## config.mk

```make
export PLATFORM = sky130hd
export DESIGN_NAME = stts_trigger
export DESIGN_NICKNAME = d
export VERILOG_FILES = /design/src/verilog/stts_pkg.sv /design/src/verilog/stts_trigger.sv /design/src/verilog/stts_pulse.sv
export VERILOG_INCLUDE_DIRS = /design/src /design/src/verilog
export SDC_FILE = /design/constraint.sdc
export NUM_CORES = 2
export LEC_CHECK = 0
export ABC_AREA = 1
export BUFFER_PORTS_ARGS = -buffer_cell sky130_fd_sc_hd__buf_2
export CAP_MARGIN = 10
export CORE_MARGIN = 5
export CORE_UTILIZATION = 45
export DETAILED_ROUTE_END_ITERATION = 12
export GPL_ROUTABILITY_DRIVEN = 0
export PLACE_DENSITY = 0.66
export RECOVER_POWER = 25
export SLEW_MARGIN = 20
export SYNTH_ARGS = -nofsm -noshare
export SYNTH_HDL_FRONTEND = slang
export SYNTH_SLANG_ARGS = --single-unit
```

## constraint.sdc

```tcl
create_clock -name clk -period 236.2 [get_ports clk]
set_input_delay 47.24 -clock clk [delete_from_list [all_inputs] [get_ports clk]]
set_output_delay 47.24 -clock clk [all_outputs]
set_load 0.03 [all_outputs]
```

## src/verilog/stts_defs.svh

```systemverilog
// Timing constants and reset values for the stereo trigger and timestamp block.
`ifndef STTS_DEFS_SVH
`define STTS_DEFS_SVH
`define STTS_CLK_HZ        25000000
`define STTS_MS_NS         1000000
`define STTS_CLK_NS        40
// Cycles per millisecond, derived from the period.
`define STTS_MS_CYCLES     (`STTS_MS_NS / `STTS_CLK_NS)
// Rate is programmed in tenths of hertz: 1 is 0.1 Hz, 2000 is 200 Hz.
`define STTS_RATE_MIN      16'h0001
`define STTS_RATE_MAX      16'h07D0
// Clock cycles in one period at 1 Hz, times ten for the tenth-hertz scale.
`define STTS_RATE_SCALE    32'h0EE6B280
`define STTS_TS_W          48
`define STTS_TS_RESET      48'h000000000000
`endif

```

## src/verilog/stts_pkg.sv

```systemverilog
// Types shared by the stereo trigger and timestamp block.
package stts_pkg;
  typedef struct packed {
    logic        enable;
    logic [15:0] widthMs;
  } stts_trig_cfg_t;

  typedef struct packed {
    logic        valid;
    logic        right;
    logic [47:0] stamp;
  } stts_frame_t;

  typedef struct packed {
    logic        valid;
    logic [47:0] leftStamp;
    logic [47:0] rightStamp;
    logic [47:0] resultStamp;
  } stts_pair_t;
endpackage

```

## src/verilog/stts_trigger.sv

```systemverilog
// Stereo trigger generator with timestamp clock and frame pairing.
// Operation
// - Primary trigger rate from 0.1 to 200 Hz.
// - Primary pulse high time set in milliseconds.
// - Triggers are active high, low when idle.
// - Each trigger output has its own enable.
// - Secondary works only while primary is enabled.
// - Secondary shares the primary repetition rate.
// - Secondary rises an offset after primary rise.
// - Secondary pulse width is set independently.
// - Optionally report trigger time as result stamp.
// - Pair frames only within maximum stamp difference.
// - Internal clock stamps every captured frame.
// - Seconds sync pulse clears the timestamp clock.
`timescale 1ns/1ns
`include "stts_defs.svh"
module stts_trigger
  import stts_pkg::*;
#(
  parameter int TS_W = `STTS_TS_W
) (
  input  wire logic                    clk,
  input  wire logic                    rst_b,
  input  wire stts_pkg::stts_trig_cfg_t primaryCfg,
  input  wire stts_pkg::stts_trig_cfg_t secondaryCfg,
  input  wire logic [15:0]             rateDeciHz,
  input  wire logic [15:0]             secondaryOffsetMs,
  input  wire logic                    useTriggerTime,
  input  wire logic                    syncEnable,
  input  wire logic                    seconds_sync_pulse,
  input  wire logic [47:0]             maxPairDiff,
  input  wire logic                    leftFrame,
  input  wire logic                    rightFrame,
  output logic                         trigPrimary,
  output logic                         trigSecondary,
  output logic [47:0]                  timestamp,
  output stts_pkg::stts_pair_t         pairOut,
  output logic                         pairDropped
);
  // All state of the top lives in one record.
  typedef struct packed {
    logic [31:0] periodCnt;
    logic [15:0] msCnt;
    logic        msTick;
    logic        periodStart;
    logic        primOn;
    logic        syncQ1;
    logic        syncQ2;
    logic        syncQ3;
    logic        leftQ1;
    logic        leftQ2;
    logic        leftQ3;
    logic        rightQ1;
    logic        rightQ2;
    logic        rightQ3;
    logic [47:0] ts;
    logic [47:0] lastTrig;
    logic        lHave;
    logic [47:0] lStamp;
    logic [47:0] lTrig;
    logic        rHave;
    logic [47:0] rStamp;
    logic [47:0] rTrig;
    stts_pair_t  pair;
    logic        drop;
  } stts_top_st_t;
  stts_top_st_t s;
  stts_top_st_t next_s;

  logic primPulse;
  logic secPulse;
  logic secEnable;
  logic [31:0] periodCycles;
  logic [15:0] rateClamp;

  // Absolute difference of two stamps, used for both pairing directions.
  function automatic logic [47:0] absDiff(input logic [47:0] a,
                                          input logic [47:0] b);
    absDiff = (a >= b) ? (a - b) : (b - a);
  endfunction

  // Rising edge of a synchronised pin, seen between stages two and three.
  function automatic logic pinRise(input logic q2, input logic q3);
    pinRise = q2 & ~q3;
  endfunction

  // Out-of-range rates are clamped rather than refused.
  always_comb begin
    rateClamp = rateDeciHz;
    if (rateDeciHz < `STTS_RATE_MIN) begin
      rateClamp = `STTS_RATE_MIN;
    end else if (rateDeciHz > `STTS_RATE_MAX) begin
      rateClamp = `STTS_RATE_MAX;
    end
  end
  // The divide is combinational; the rate is static configuration.
  assign periodCycles = 32'(`STTS_RATE_SCALE / 32'(rateClamp));

  // The secondary output is gated by the primary enable.
  assign secEnable = secondaryCfg.enable & primaryCfg.enable;

  always_comb begin
    next_s = s;
    next_s.msTick = 1'b0;
    next_s.periodStart = 1'b0;
    next_s.pair.valid = 1'b0;
    next_s.drop = 1'b0;
    next_s.primOn = primaryCfg.enable;

    // Input synchronisers; stages two and three feed the edge logic.
    next_s.syncQ1 = seconds_sync_pulse;
    next_s.syncQ2 = s.syncQ1;
    next_s.syncQ3 = s.syncQ2;
    next_s.leftQ1 = leftFrame;
    next_s.leftQ2 = s.leftQ1;
    next_s.leftQ3 = s.leftQ2;
    next_s.rightQ1 = rightFrame;
    next_s.rightQ2 = s.rightQ1;
    next_s.rightQ3 = s.rightQ2;

    // Millisecond tick from a divider restarted at each period start.
    if (s.msCnt >= 16'(`STTS_MS_CYCLES - 1)) begin
      next_s.msCnt = 16'h0000;
      next_s.msTick = 1'b1;
    end else begin
      next_s.msCnt = s.msCnt + 16'h0001;
    end

    // Period counter; re-enabling starts a fresh period at once.
    if (!primaryCfg.enable) begin
      next_s.periodCnt = 32'h00000000;
    end else if (!s.primOn || s.periodCnt >= periodCycles - 32'h1) begin
      next_s.periodCnt = 32'h00000000;
      next_s.periodStart = 1'b1;
      next_s.msCnt = 16'h0000;
    end else begin
      next_s.periodCnt = s.periodCnt + 32'h00000001;
    end

    // Free-running stamp clock, cleared by the sync pulse rising edge.
    if (syncEnable && pinRise(s.syncQ2, s.syncQ3)) begin
      next_s.ts = `STTS_TS_RESET;
    end else begin
      next_s.ts = s.ts + 48'h000000000001;
    end
    if (s.periodStart) begin
      next_s.lastTrig = s.ts;
    end

    // Frames are stamped on the rising edge of their capture strobe.
    if (pinRise(s.leftQ2, s.leftQ3)) begin
      next_s.lHave = 1'b1;
      next_s.lStamp = s.ts;
      next_s.lTrig = s.lastTrig;
    end
    if (pinRise(s.rightQ2, s.rightQ3)) begin
      next_s.rHave = 1'b1;
      next_s.rStamp = s.ts;
      next_s.rTrig = s.lastTrig;
    end

    // A held pair within range is emitted; otherwise the older is dropped.
    if (s.lHave && s.rHave) begin
      // A frame edge in this very cycle survives the clear, so none is lost.
      next_s.lHave = pinRise(s.leftQ2, s.leftQ3);
      next_s.rHave = pinRise(s.rightQ2, s.rightQ3);
      if (absDiff(s.lStamp, s.rStamp) <= maxPairDiff) begin
        next_s.pair.valid = 1'b1;
        next_s.pair.leftStamp = s.lStamp;
        next_s.pair.rightStamp = s.rStamp;
        next_s.pair.resultStamp = useTriggerTime ? s.lTrig
                                                 : s.lStamp;
      end else begin
        next_s.drop = 1'b1;
        if (s.lStamp > s.rStamp) begin
          next_s.lHave = 1'b1;
        end else begin
          next_s.rHave = 1'b1;
        end
      end
    end
  end

  always_ff @(posedge clk) begin
    if (!rst_b) begin
      s <= '0;
    end else begin
      s <= next_s;
    end
  end

  // Primary fires with no delay; the secondary after its offset.
  stts_pulse u_primary (
    .clk     (clk),
    .rst_b   (rst_b),
    .enable  (primaryCfg.enable),
    .start   (s.periodStart),
    .delayMs (16'h0000),
    .widthMs (primaryCfg.widthMs),
    .msTick  (s.msTick),
    .pulse   (primPulse)
  );

  stts_pulse u_secondary (
    .clk     (clk),
    .rst_b   (rst_b),
    .enable  (secEnable),
    .start   (s.periodStart),
    .delayMs (secondaryOffsetMs),
    .widthMs (secondaryCfg.widthMs),
    .msTick  (s.msTick),
    .pulse   (secPulse)
  );

  // Outputs come straight from flops.
  assign trigPrimary = primPulse;
  assign trigSecondary = secPulse;
  assign timestamp = s.ts;
  assign pairOut = s.pair;
  assign pairDropped = s.drop;

  // Checks on the trigger outputs, the stamp clock and the pairing.
  // Each one guards a promise made to the cameras or to the host side.
  // Inputs appear only in antecedents, except maxPairDiff in pair_range_a; consequents watch what we drive.

  // Two disabled cycles on the primary leave the secondary low.
  sec_gated_a: assert property (@(posedge clk) disable iff (!rst_b)
    !primaryCfg.enable ##1 !primaryCfg.enable |-> !trigSecondary)
    else $error("secondary high without primary enable");

  // A pair leaves only when its stamps lie within the limit.
  pair_range_a: assert property (@(posedge clk) disable iff (!rst_b)
    pairOut.valid |-> absDiff(pairOut.leftStamp, pairOut.rightStamp)
      <= $past(maxPairDiff)) else $error("pair out of range");

  // A sync edge while enabled zeroes the stamp clock on the next cycle.
  sync_clear_a: assert property (@(posedge clk) disable iff (!rst_b)
    syncEnable && pinRise(s.syncQ2, s.syncQ3) |=> timestamp == 48'h0)
    else $error("stamp not cleared by sync");

  // Without a sync clear the stamp clock advances by one each cycle.
  stamp_step_a: assert property (@(posedge clk) disable iff (!rst_b)
    !(syncEnable && pinRise(s.syncQ2, s.syncQ3)) |=>
      timestamp == $past(timestamp) + 48'h000000000001)
    else $error("stamp clock did not advance");

  // A trigger time can never be later than the capture it caused.
  // A sync clear between trigger and capture would break this.
  trig_stamp_a: assert property (@(posedge clk) disable iff (!rst_b)
    pairOut.valid && $past(useTriggerTime) |->
      pairOut.resultStamp <= pairOut.leftStamp)
    else $error("trigger stamp later than capture");

  // With the option off, the result carries the left capture time.
  cap_stamp_a: assert property (@(posedge clk) disable iff (!rst_b)
    pairOut.valid && !$past(useTriggerTime) |->
      pairOut.resultStamp == pairOut.leftStamp)
    else $error("result stamp is not the capture time");

  // A pair and a drop never come out in the same cycle.
  pair_excl_a: assert property (@(posedge clk) disable iff (!rst_b)
    !(pairOut.valid && pairDropped))
    else $error("pair and drop together");

  // Every period start with a non-zero width raises the primary.
  prim_rise_a: assert property (@(posedge clk) disable iff (!rst_b)
    s.periodStart && primaryCfg.enable && primaryCfg.widthMs != 16'h0
      |=> trigPrimary) else $error("primary missed period start");

  // The clamped period stays between the 200 Hz and 0.1 Hz lengths.
  rate_range_a: assert property (@(posedge clk) disable iff (!rst_b)
    periodCycles >= 32'(`STTS_RATE_SCALE / `STTS_RATE_MAX) &&
      periodCycles <= `STTS_RATE_SCALE)
    else $error("trigger period outside rate range");

  // Period starts are single pulses, shared by both outputs.
  period_gap_a: assert property (@(posedge clk) disable iff (!rst_b)
    s.periodStart |=> !s.periodStart)
    else $error("period start longer than one cycle");

  // The millisecond tick is a one-cycle enable, never a level.
  tick_once_a: assert property (@(posedge clk) disable iff (!rst_b)
    s.msTick |=> !s.msTick)
    else $error("millisecond tick longer than one cycle");

  // A disabled primary is low on the next cycle.
  prim_low_a: assert property (@(posedge clk) disable iff (!rst_b)
    !primaryCfg.enable |=> !trigPrimary)
    else $error("primary high while disabled");

  // A disabled secondary is low on the next cycle.
  sec_low_a: assert property (@(posedge clk) disable iff (!rst_b)
    !secondaryCfg.enable |=> !trigSecondary)
    else $error("secondary high while disabled");

  // A zero primary width never raises an idle primary.
  prim_zero_a: assert property (@(posedge clk) disable iff (!rst_b)
    primaryCfg.widthMs == 16'h0000 && !trigPrimary |=> !trigPrimary)
    else $error("primary rose with zero width");

  // A zero secondary width never raises an idle secondary.
  sec_zero_a: assert property (@(posedge clk) disable iff (!rst_b)
    secondaryCfg.widthMs == 16'h0000 && !trigSecondary |=> !trigSecondary)
    else $error("secondary rose with zero width");
endmodule // stts_trigger

```

## src/verilog/stts_pulse.sv

```systemverilog
// One trigger output: delayed start, then a high time counted in milliseconds.
`timescale 1ns/1ns
`include "stts_defs.svh"
module stts_pulse
  import stts_pkg::*;
(
  input  wire logic        clk,
  input  wire logic        rst_b,
  input  wire logic        enable,
  input  wire logic        start,
  input  wire logic [15:0] delayMs,
  input  wire logic [15:0] widthMs,
  input  wire logic        msTick,
  output logic             pulse
);
  typedef enum logic [1:0] {IDLE, WAIT, HIGH} stts_pstate_t;
  typedef struct packed {
    stts_pstate_t st;
    logic [15:0]  cnt;
    logic         out;
  } stts_pulse_st_t;
  stts_pulse_st_t s;
  stts_pulse_st_t next_s;

  // Delay and width both count whole millisecond ticks after the start.
  always_comb begin
    next_s = s;
    case (s.st)
      IDLE: begin
        if (start) begin
          next_s.cnt = 16'h0000;
          if (delayMs == 16'h0000) begin
            next_s.st = HIGH;
            next_s.out = (widthMs != 16'h0000);
          end else begin
            next_s.st = WAIT;
          end
        end
      end
      WAIT: begin
        if (msTick) begin
          next_s.cnt = s.cnt + 16'h0001;
          if (s.cnt + 16'h0001 >= delayMs) begin
            next_s.st = HIGH;
            next_s.cnt = 16'h0000;
            next_s.out = (widthMs != 16'h0000);
          end
        end
      end
      HIGH: begin
        if (msTick) begin
          next_s.cnt = s.cnt + 16'h0001;
          if (s.cnt + 16'h0001 >= widthMs) begin
            next_s.st = IDLE;
            next_s.out = 1'b0;
          end
        end
      end
      default: next_s.st = IDLE;
    endcase
    // A disabled output is held low and forgets any pending pulse.
    if (!enable) begin
      next_s.st = IDLE;
      next_s.out = 1'b0;
    end
  end

  always_ff @(posedge clk) begin
    if (!rst_b) begin
      s <= '{st: IDLE, cnt: 16'h0000, out: 1'b0};
    end else begin
      s <= next_s;
    end
  end

  assign pulse = s.out;

  // A disabled output never goes high on the next cycle.
  held_low_a: assert property (@(posedge clk) disable iff (!rst_b)
    !enable |=> !pulse) else $error("pulse high while disabled");
endmodule // stts_pulse

```

## Yosys cells after proc, flatten, opt, wreduce, memory -nomap -nowiden

Cells that the tools add are included.

| word-level totals | value |
|---|---|
| bits of input ports | 121 |
| word-level logic and storage cells | 139 |
| output and inout port bits | 196 |
| bits in registers | 534 |

| cells by class | value |
|---|---|
| div/mod/pow operators | 1 |
| magnitude comparators | 11 |
| bitwise operators | 9 |
| reductions and logical operators | 25 |
| eq/ne operators | 15 |
| add/sub/neg operators | 8 |
| mux-type cells | 37 |

Operator list:

| kind | number |
|---|---|
| 97-bit two-way mux | 2 |
| 19-bit two-way mux | 8 |
| 145-bit two-way mux | 1 |
| 17-bit case mux with 3 select lines | 2 |
| 48-bit two-way mux | 2 |
| 48-bit subtractor | 2 |
| 16-bit two-way mux | 5 |
| 16-bit by 1-bit adder with 16-bit output (second input constant) | 3 |
| 48-bit by 1-bit adder with 48-bit output (second input constant) | 1 |
| 16-bit greater-or-equal comparator | 3 |
| 48-bit greater-or-equal comparator | 1 |
| 48-bit greater-than comparator | 1 |
| 48-bit less-or-equal comparator | 1 |
| 32-bit by 1-bit adder with 32-bit output (second input constant) | 1 |
| 28-bit by 16-bit divider with 32-bit output (first input constant) | 1 |
| 32-bit greater-or-equal comparator | 1 |
| 16-bit nonzero test | 2 |
| 32-bit by 1-bit subtractor with 32-bit output (second input constant) | 1 |
| 16-bit by 1-bit greater-or-equal comparator with 1-bit output (second input constant) | 1 |
| 16-bit by 15-bit greater-or-equal comparator with 1-bit output (second input constant) | 1 |
| 16-bit by 11-bit greater-than comparator with 1-bit output (second input constant) | 1 |
| 16-bit zero test | 1 |
| 16-bit by 1-bit < comparator with 1-bit output (second input constant) | 1 |
| 1-bit two-way mux | 12 |
| 21 further kinds | 51 |

## Longest topological paths before layout

| depth | value |
|---|---|
| depth in word-level cells | 9 |
| depth in mapped cells | 547 |
| gate-level depth less buffers | 510 |

## Modules after synthesis

Synthesis repeated with hierarchy kept, for this count alone.

| unflattened totals | value |
|---|---|
| cell total of the unflattened synthesis | 8399 |
| area, all modules | 54428.5 sq um |

By module, submodules not included:

| module | times used | cells an instance | seq. area each (sq um) | area an instance (sq um) |
|---|---|---|---|---|
| stts_trigger | 1 | 7681 | 8968.6 | 49964.2 |
| stts_pulse | 2 | 359 | 380.4 | 2232.1 |

## Least setup slack after synthesis

OpenSTA, ideal clock, no wires.

| timing | value |
|---|---|
| path kind | input -> register |
| start | in rateDeciHz[15] |
| end | reg s[467] (netlist bit) |
| path slack | 121.039 ns |
| data arrival time | 115.081 ns |
| path buffers | 46 |
| required time | 236.120 ns |
| setup time | 0.080 ns |
| stages | 499 |
| cells stage by stage | nor2_1 > nand3_1 > nor2_1 > nand2_2 > nand2_4 > nand2_2 > ha_1 > xor2_1 > nor2_2 > ha_1 > inv_1 > a21oi_1 > nand2_1 > nand2_1 > nand2_2 > or2_2 > o21a_1 > ha_1 > (+463 left out) > ha_1 > inv_1 > nor4_1 > nand4_1 > nor2_1 > xor2_1 > inv_1 > ha_1 > a21oi_1 > o21ai_0 > a31oi_1 > o21ai_0 > a21oi_1 > o211ai_1 > or2_2 > clkbuf_1 > clkbuf_1 > nor3b_1 |

| on the way | value |
|---|---|
| cells in the longest elaborated chain, start to end | 8 |
| elaborated cells between the ends (all ways) | 9 |
| classes of those cells | 1 x add/sub; 1 x div; 3 x order compare; 2 x mux; 2 x reduce/logical |

Ends and longest elaborated chain:

| element | RTL line | text |
|---|---|---|
| start, declared | stts_trigger.sv:26 | `input wire logic [15:0] rateDeciHz,` |
| 16-bit by 11-bit greater-than comparator with 1-bit output (no line) | -- |  |
| 16-bit two-way mux | stts_trigger.sv:92 | `` end else if (rateDeciHz > `STTS_RATE_MAX) begin `` |
| 16-bit two-way mux * | stts_trigger.sv:90 | `` if (rateDeciHz < `STTS_RATE_MIN) begin `` |
| 28-bit by 16-bit divider with 32-bit output (no line) * | -- |  |
| 32-bit by 1-bit subtractor with 32-bit output * | stts_trigger.sv:132 | `end else if (!s.primOn \|\| s.periodCnt >= periodCycles - 32'h1) begin` |
| 32-bit greater-or-equal comparator * | stts_trigger.sv:132 |  |
| 1-bit logical OR * | stts_trigger.sv:132 |  |
| 3-bit OR reduction (no line) * | -- |  |
| end signal, assigned | stts_trigger.sv:188 | `s <= next_s;` |
| end, declared | stts_trigger.sv:67 | `stts_top_st_t s;` |

Every way passes the cells marked *; elsewhere a longest branch is shown, timed or not.
A chain may end at the register's enable or synchronous reset.

## Final worst setup path

| timing | value |
|---|---|
| start | in rateDeciHz[15] |
| end | reg s[453] (netlist bit) |

| on the way | value |
|---|---|
| cells in the longest elaborated chain, start to end | 9 |
| elaborated cells between the ends (all ways) | 10 |
| classes of those cells | 1 x add/sub; 1 x div; 3 x order compare; 4 x mux; 1 x reduce/logical |

Ends and longest elaborated chain:

| element | RTL line | text |
|---|---|---|
| 16-bit by 11-bit greater-than comparator with 1-bit output (no line) | -- |  |
| 16-bit two-way mux | stts_trigger.sv:92 |  |
| 16-bit two-way mux * | stts_trigger.sv:90 |  |
| 28-bit by 16-bit divider with 32-bit output (no line) * | -- |  |
| 32-bit by 1-bit subtractor with 32-bit output * | stts_trigger.sv:132 |  |
| 32-bit greater-or-equal comparator * | stts_trigger.sv:132 |  |
| 1-bit logical OR * | stts_trigger.sv:132 |  |
| 16-bit two-way mux * | stts_trigger.sv:132 |  |
| 16-bit two-way mux * | stts_trigger.sv:130 | `if (!primaryCfg.enable) begin` |

Marks and branches as above.

==> flow_summary_export.csv <==
group,metric,value,unit
logic_synthesis,ys.flop_type,"dfxtp_1",
clock_tree,cts_root_buf,"clkbuf_16",
setup_path,worstSetupStartpoint,"rateDeciHz[15]",
floorplan,num_rows,126,
clock_tree,insertion_delay,0.63,ns
setup_path,end_kind,"flop",
sta,finalSetupViolCount,0,
setup_path,max_stage_delay,0.79,ns
setup_path,worst-r2r-setup-slack,227.47,ns
clock_tree,clockBufferDepth,3,
setup_path,worstSetupPathType,"in -> reg",
floorplan,dieArea,125000,sq um
logic_synthesis,synth-seq-cells,485,
clock_tree,cts.sinks,485,
placement,hpwl,127000,um
grt,grt_pass1_vias,49000,
placement,post_dp_cell_area,54700,sq um
setup_path,startpoint_type,"input port",
logic_synthesis,async_reset_ff_share,0,%
sta,max_freq,7.97,MHz
cells_and_area,postLayoutCellArea,56400,sq um
grt,grt_util_all_layers,24.1,%
setup_path,crit_path_end,"s[453]",
sta,max_slew_margin,-267,%
floorplan,core,118000,sq um
logic_synthesis,synth_common_cells,"1481 x nand2_1, 1068 x inv_1, 898 x a21oi_1",
cells_and_area,num_antenna_cells,0,
logic_synthesis,yosysTopAreaCellShare,18.2,%
setup_path,crit_top_cell,"nand2_1",
setup_path,r2r-end,"pairOut[105]",
routing,wl,161000,um
grt,antenna_found_initial,2,
logic_synthesis,synthesis.area,53200,sq um
placement,port_buffers,316,
setup_path,arrival,125.92,ns
clock_tree,cts.clk_slew.worst_paths,0.06,ns
status,status,"finished with violations",
sta,slew_viol_final,185,
sta,finalCritPeriodShare,53.1,%
sta,fin_skew,0.0477,ns
clock_tree,holdBufCountCts,0,
logic_synthesis,ys_seq_area_share,18.2,%
sta,tns,0,ns
logic_synthesis,synthTopCellsByArea,"dfxtp_1 18%, ha_1 14%, nand2_1 10%",
grt,grt_first_pass_wirelength,254000,um
routing,drtPass1Iterations,6,
logic_synthesis,yosys.cell_count.top_type,"nand2_1",
min_path,whs_path_depth,2,
sta,final-hold-violation-count,0,
placement,dpl.cell_count,9703,
sta,rsz0062_at_grt,"no",
min_path,hold_path.class,"reg -> reg",
logic_synthesis,synth_cell_types,88,
routing,via_per_inst,5.40,
setup_path,cp_data_required_time,236.69,ns
run,drv_cap,1,
routing,drt_iter0_markers,4087,
clock_tree,cts_buffers,51,
floorplan,die_w,354,um
logic_synthesis,synth_edf_count,0,
cells_and_area,final_nets,8935,
grt,grt_overflow,0,
setup_path,rr_startpoint,"s[207]",
routing,final_antenna_net_count,0,
cells_and_area,drive_above_1_share,9.55,%
setup_path,path_max_fanout,36,
clock_tree,cts_setup_buffers,0,
floorplan,initial_utilization,45.2,%
floorplan,io_pins,317,
status,violations,"max-capacitance violations, max-slew violations",
sta,worst_slew_pin_slew,5.51,ns
setup_path,rr_worst_depth,30,
sta,period_needed,125.42,ns
logic_synthesis,yosys.area.top_type,"dfxtp_1",
routing,wl_per_cell,16.4,um
routing,drc_errors,0,
grt,grt_start_max_net_pins,289,
cells_and_area,instances_no_fill,9791,
routing,vias,52900,
setup_path,slowest_stage,"nor2_2",
logic_synthesis,syn_avg_cell_area,6.53,sq um
clock_tree,cts_resized,0,
logic_synthesis,yosys_warnings,0,
cells_and_area,syn2layout_area_growth,5.95,%
logic_synthesis,synth_cells,8146,
clock_tree,htree_levels,2,
floorplan,die_h,354,um
clock_tree,cts_tree,"done",
-- metrics by stage --
step / util, % / hold WS (ns) / setup WS, ns
final: 47.9 / 0.413 / 110.78
after global routing: 47.9 / 0.447 / 101.48
after CTS: 47.9 / 0.415 / 111.77
after detailed placement: 46.5 / 0.404 / 111.32
after global placement: 46.5 / 0.405 / 113.90
after floorplan: - / 0.390 / 121.04
-- cell type report --
class / count / area, sq um
fillers: 12000 / 61400
flip-flops and latches: 485 / 9710
multi-input cells: 6230 / 37100
clock buffers: 67 / 1420
repair buffers: 341 / 1730
inverters: 1111 / 4190
clock inverters: 21 / 307
well taps: 1536 / 1920
-- layout by cell type, fill, tap and decap left out, types with 19 or more instances in the layout --
| master | Yosys | routed |
|---|---|---|
| nand2_1 | 1481 | 1481 |
| inv_1 | 1068 | 1068 |
| a21oi_1 | 898 | 897 |
| o21ai_0 | 852 | 852 |
| ha_1 | 592 | 592 |
| nor2_1 | 593 | 586 |
| dfxtp_1 | 485 | 484 |
| nand3_1 | 353 | 352 |
| buf_2 | 0 | 281 |
| xor2_1 | 242 | 242 |
| xnor2_1 | 171 | 171 |
| nand4_1 | 128 | 128 |
| nand2_2 | 102 | 102 |
| conb_1 | 2 | 98 |
| nor3_1 | 84 | 84 |
| o21bai_1 | 58 | 58 |
| nand3_2 | 51 | 52 |
| clkbuf_16 | 0 | 51 |
| clkbuf_1 | 166 | 44 |
| a211oi_1 | 37 | 37 |
| or2_2 | 34 | 34 |
| a31oi_1 | 33 | 33 |
| nand2_4 | 32 | 32 |
| inv_2 | 31 | 31 |
| nor2_2 | 31 | 31 |
| o21a_1 | 31 | 31 |
| nor4_1 | 29 | 29 |
| nor2_4 | 20 | 27 |
| o211ai_1 | 23 | 23 |
| buf_4 | 196 | 23 |
| nor3b_1 | 22 | 22 |
| o21ai_2 | 21 | 21 |
| a21o_1 | 19 | 19 |
-- registers in the layout, summed over array words and instances, names as in the netlist --
| name | cells |
|---|---|
| pairDropped | 1 |
| u_primary.s | 17 |
| s | 248 |
| timestamp | 48 |
| pairOut | 145 |
| u_secondary.pulse | 1 |
| u_secondary.s | 18 |
| next_s | 6 |
| u_primary.pulse | 1 |
-- critical path, delay by kind of cell --
family	cells	cell delay, ns
xor+xnor	1	0.17
simple gates	203	27.21
buf+inv	64	10.64
fa+ha+maj	32	10.18
compound gates	170	30.08
-- metal layers --
| layer | track usage [%] | part of all wire, % | vias to the layer above | wire (um) |
|---|---|---|---|---|
| li1 | - | - | 27000 | - |
| met2 | 39.7 | 44 | 1609 | 71300 |
| met1 | 32.5 | 46 | 24000 | 73500 |
| met5 | 0 | 0.012 | - | 20 |
| met3 | 3.10 | 6.1 | 305 | 9730 |
| met4 | 8.39 | 3.8 | 2 | 6050 |
-- worst min-delay path by stage --
| stage | start | endpoint | slack, ns |
|---|---|---|---|
| floorplan | next_s[437] | next_s[436] | 0.39 |
| global placement | next_s[443] | next_s[442] | 0.41 |
| detailed placement | next_s[443] | next_s[442] | 0.40 |
| CTS | next_s[443] | next_s[442] | 0.42 |
| global route | next_s[436] | s[436] | 0.45 |
| finish | next_s[443] | next_s[442] | 0.41 |
-- logic make-up (layout without fill, tap and decap cells) --
logic type,count (synthesis),in the layout,share of synthesized area [%]
AOI/OAI and AO/OA,2095,2095,21.6
xor gates and xnor gates,413,413,6.80
adders and majority gates,594,594,14.0
buffers and inverters,1527,1540,12.9
DFF,485,485,18.2
muxes,8,8,0.150
other,2,98,0.0141
and+or+nand+nor,3022,3022,26.3
Power is not shown: default switching activity piles up to over one toggle a cycle in this logic, so the estimate is an artifact.
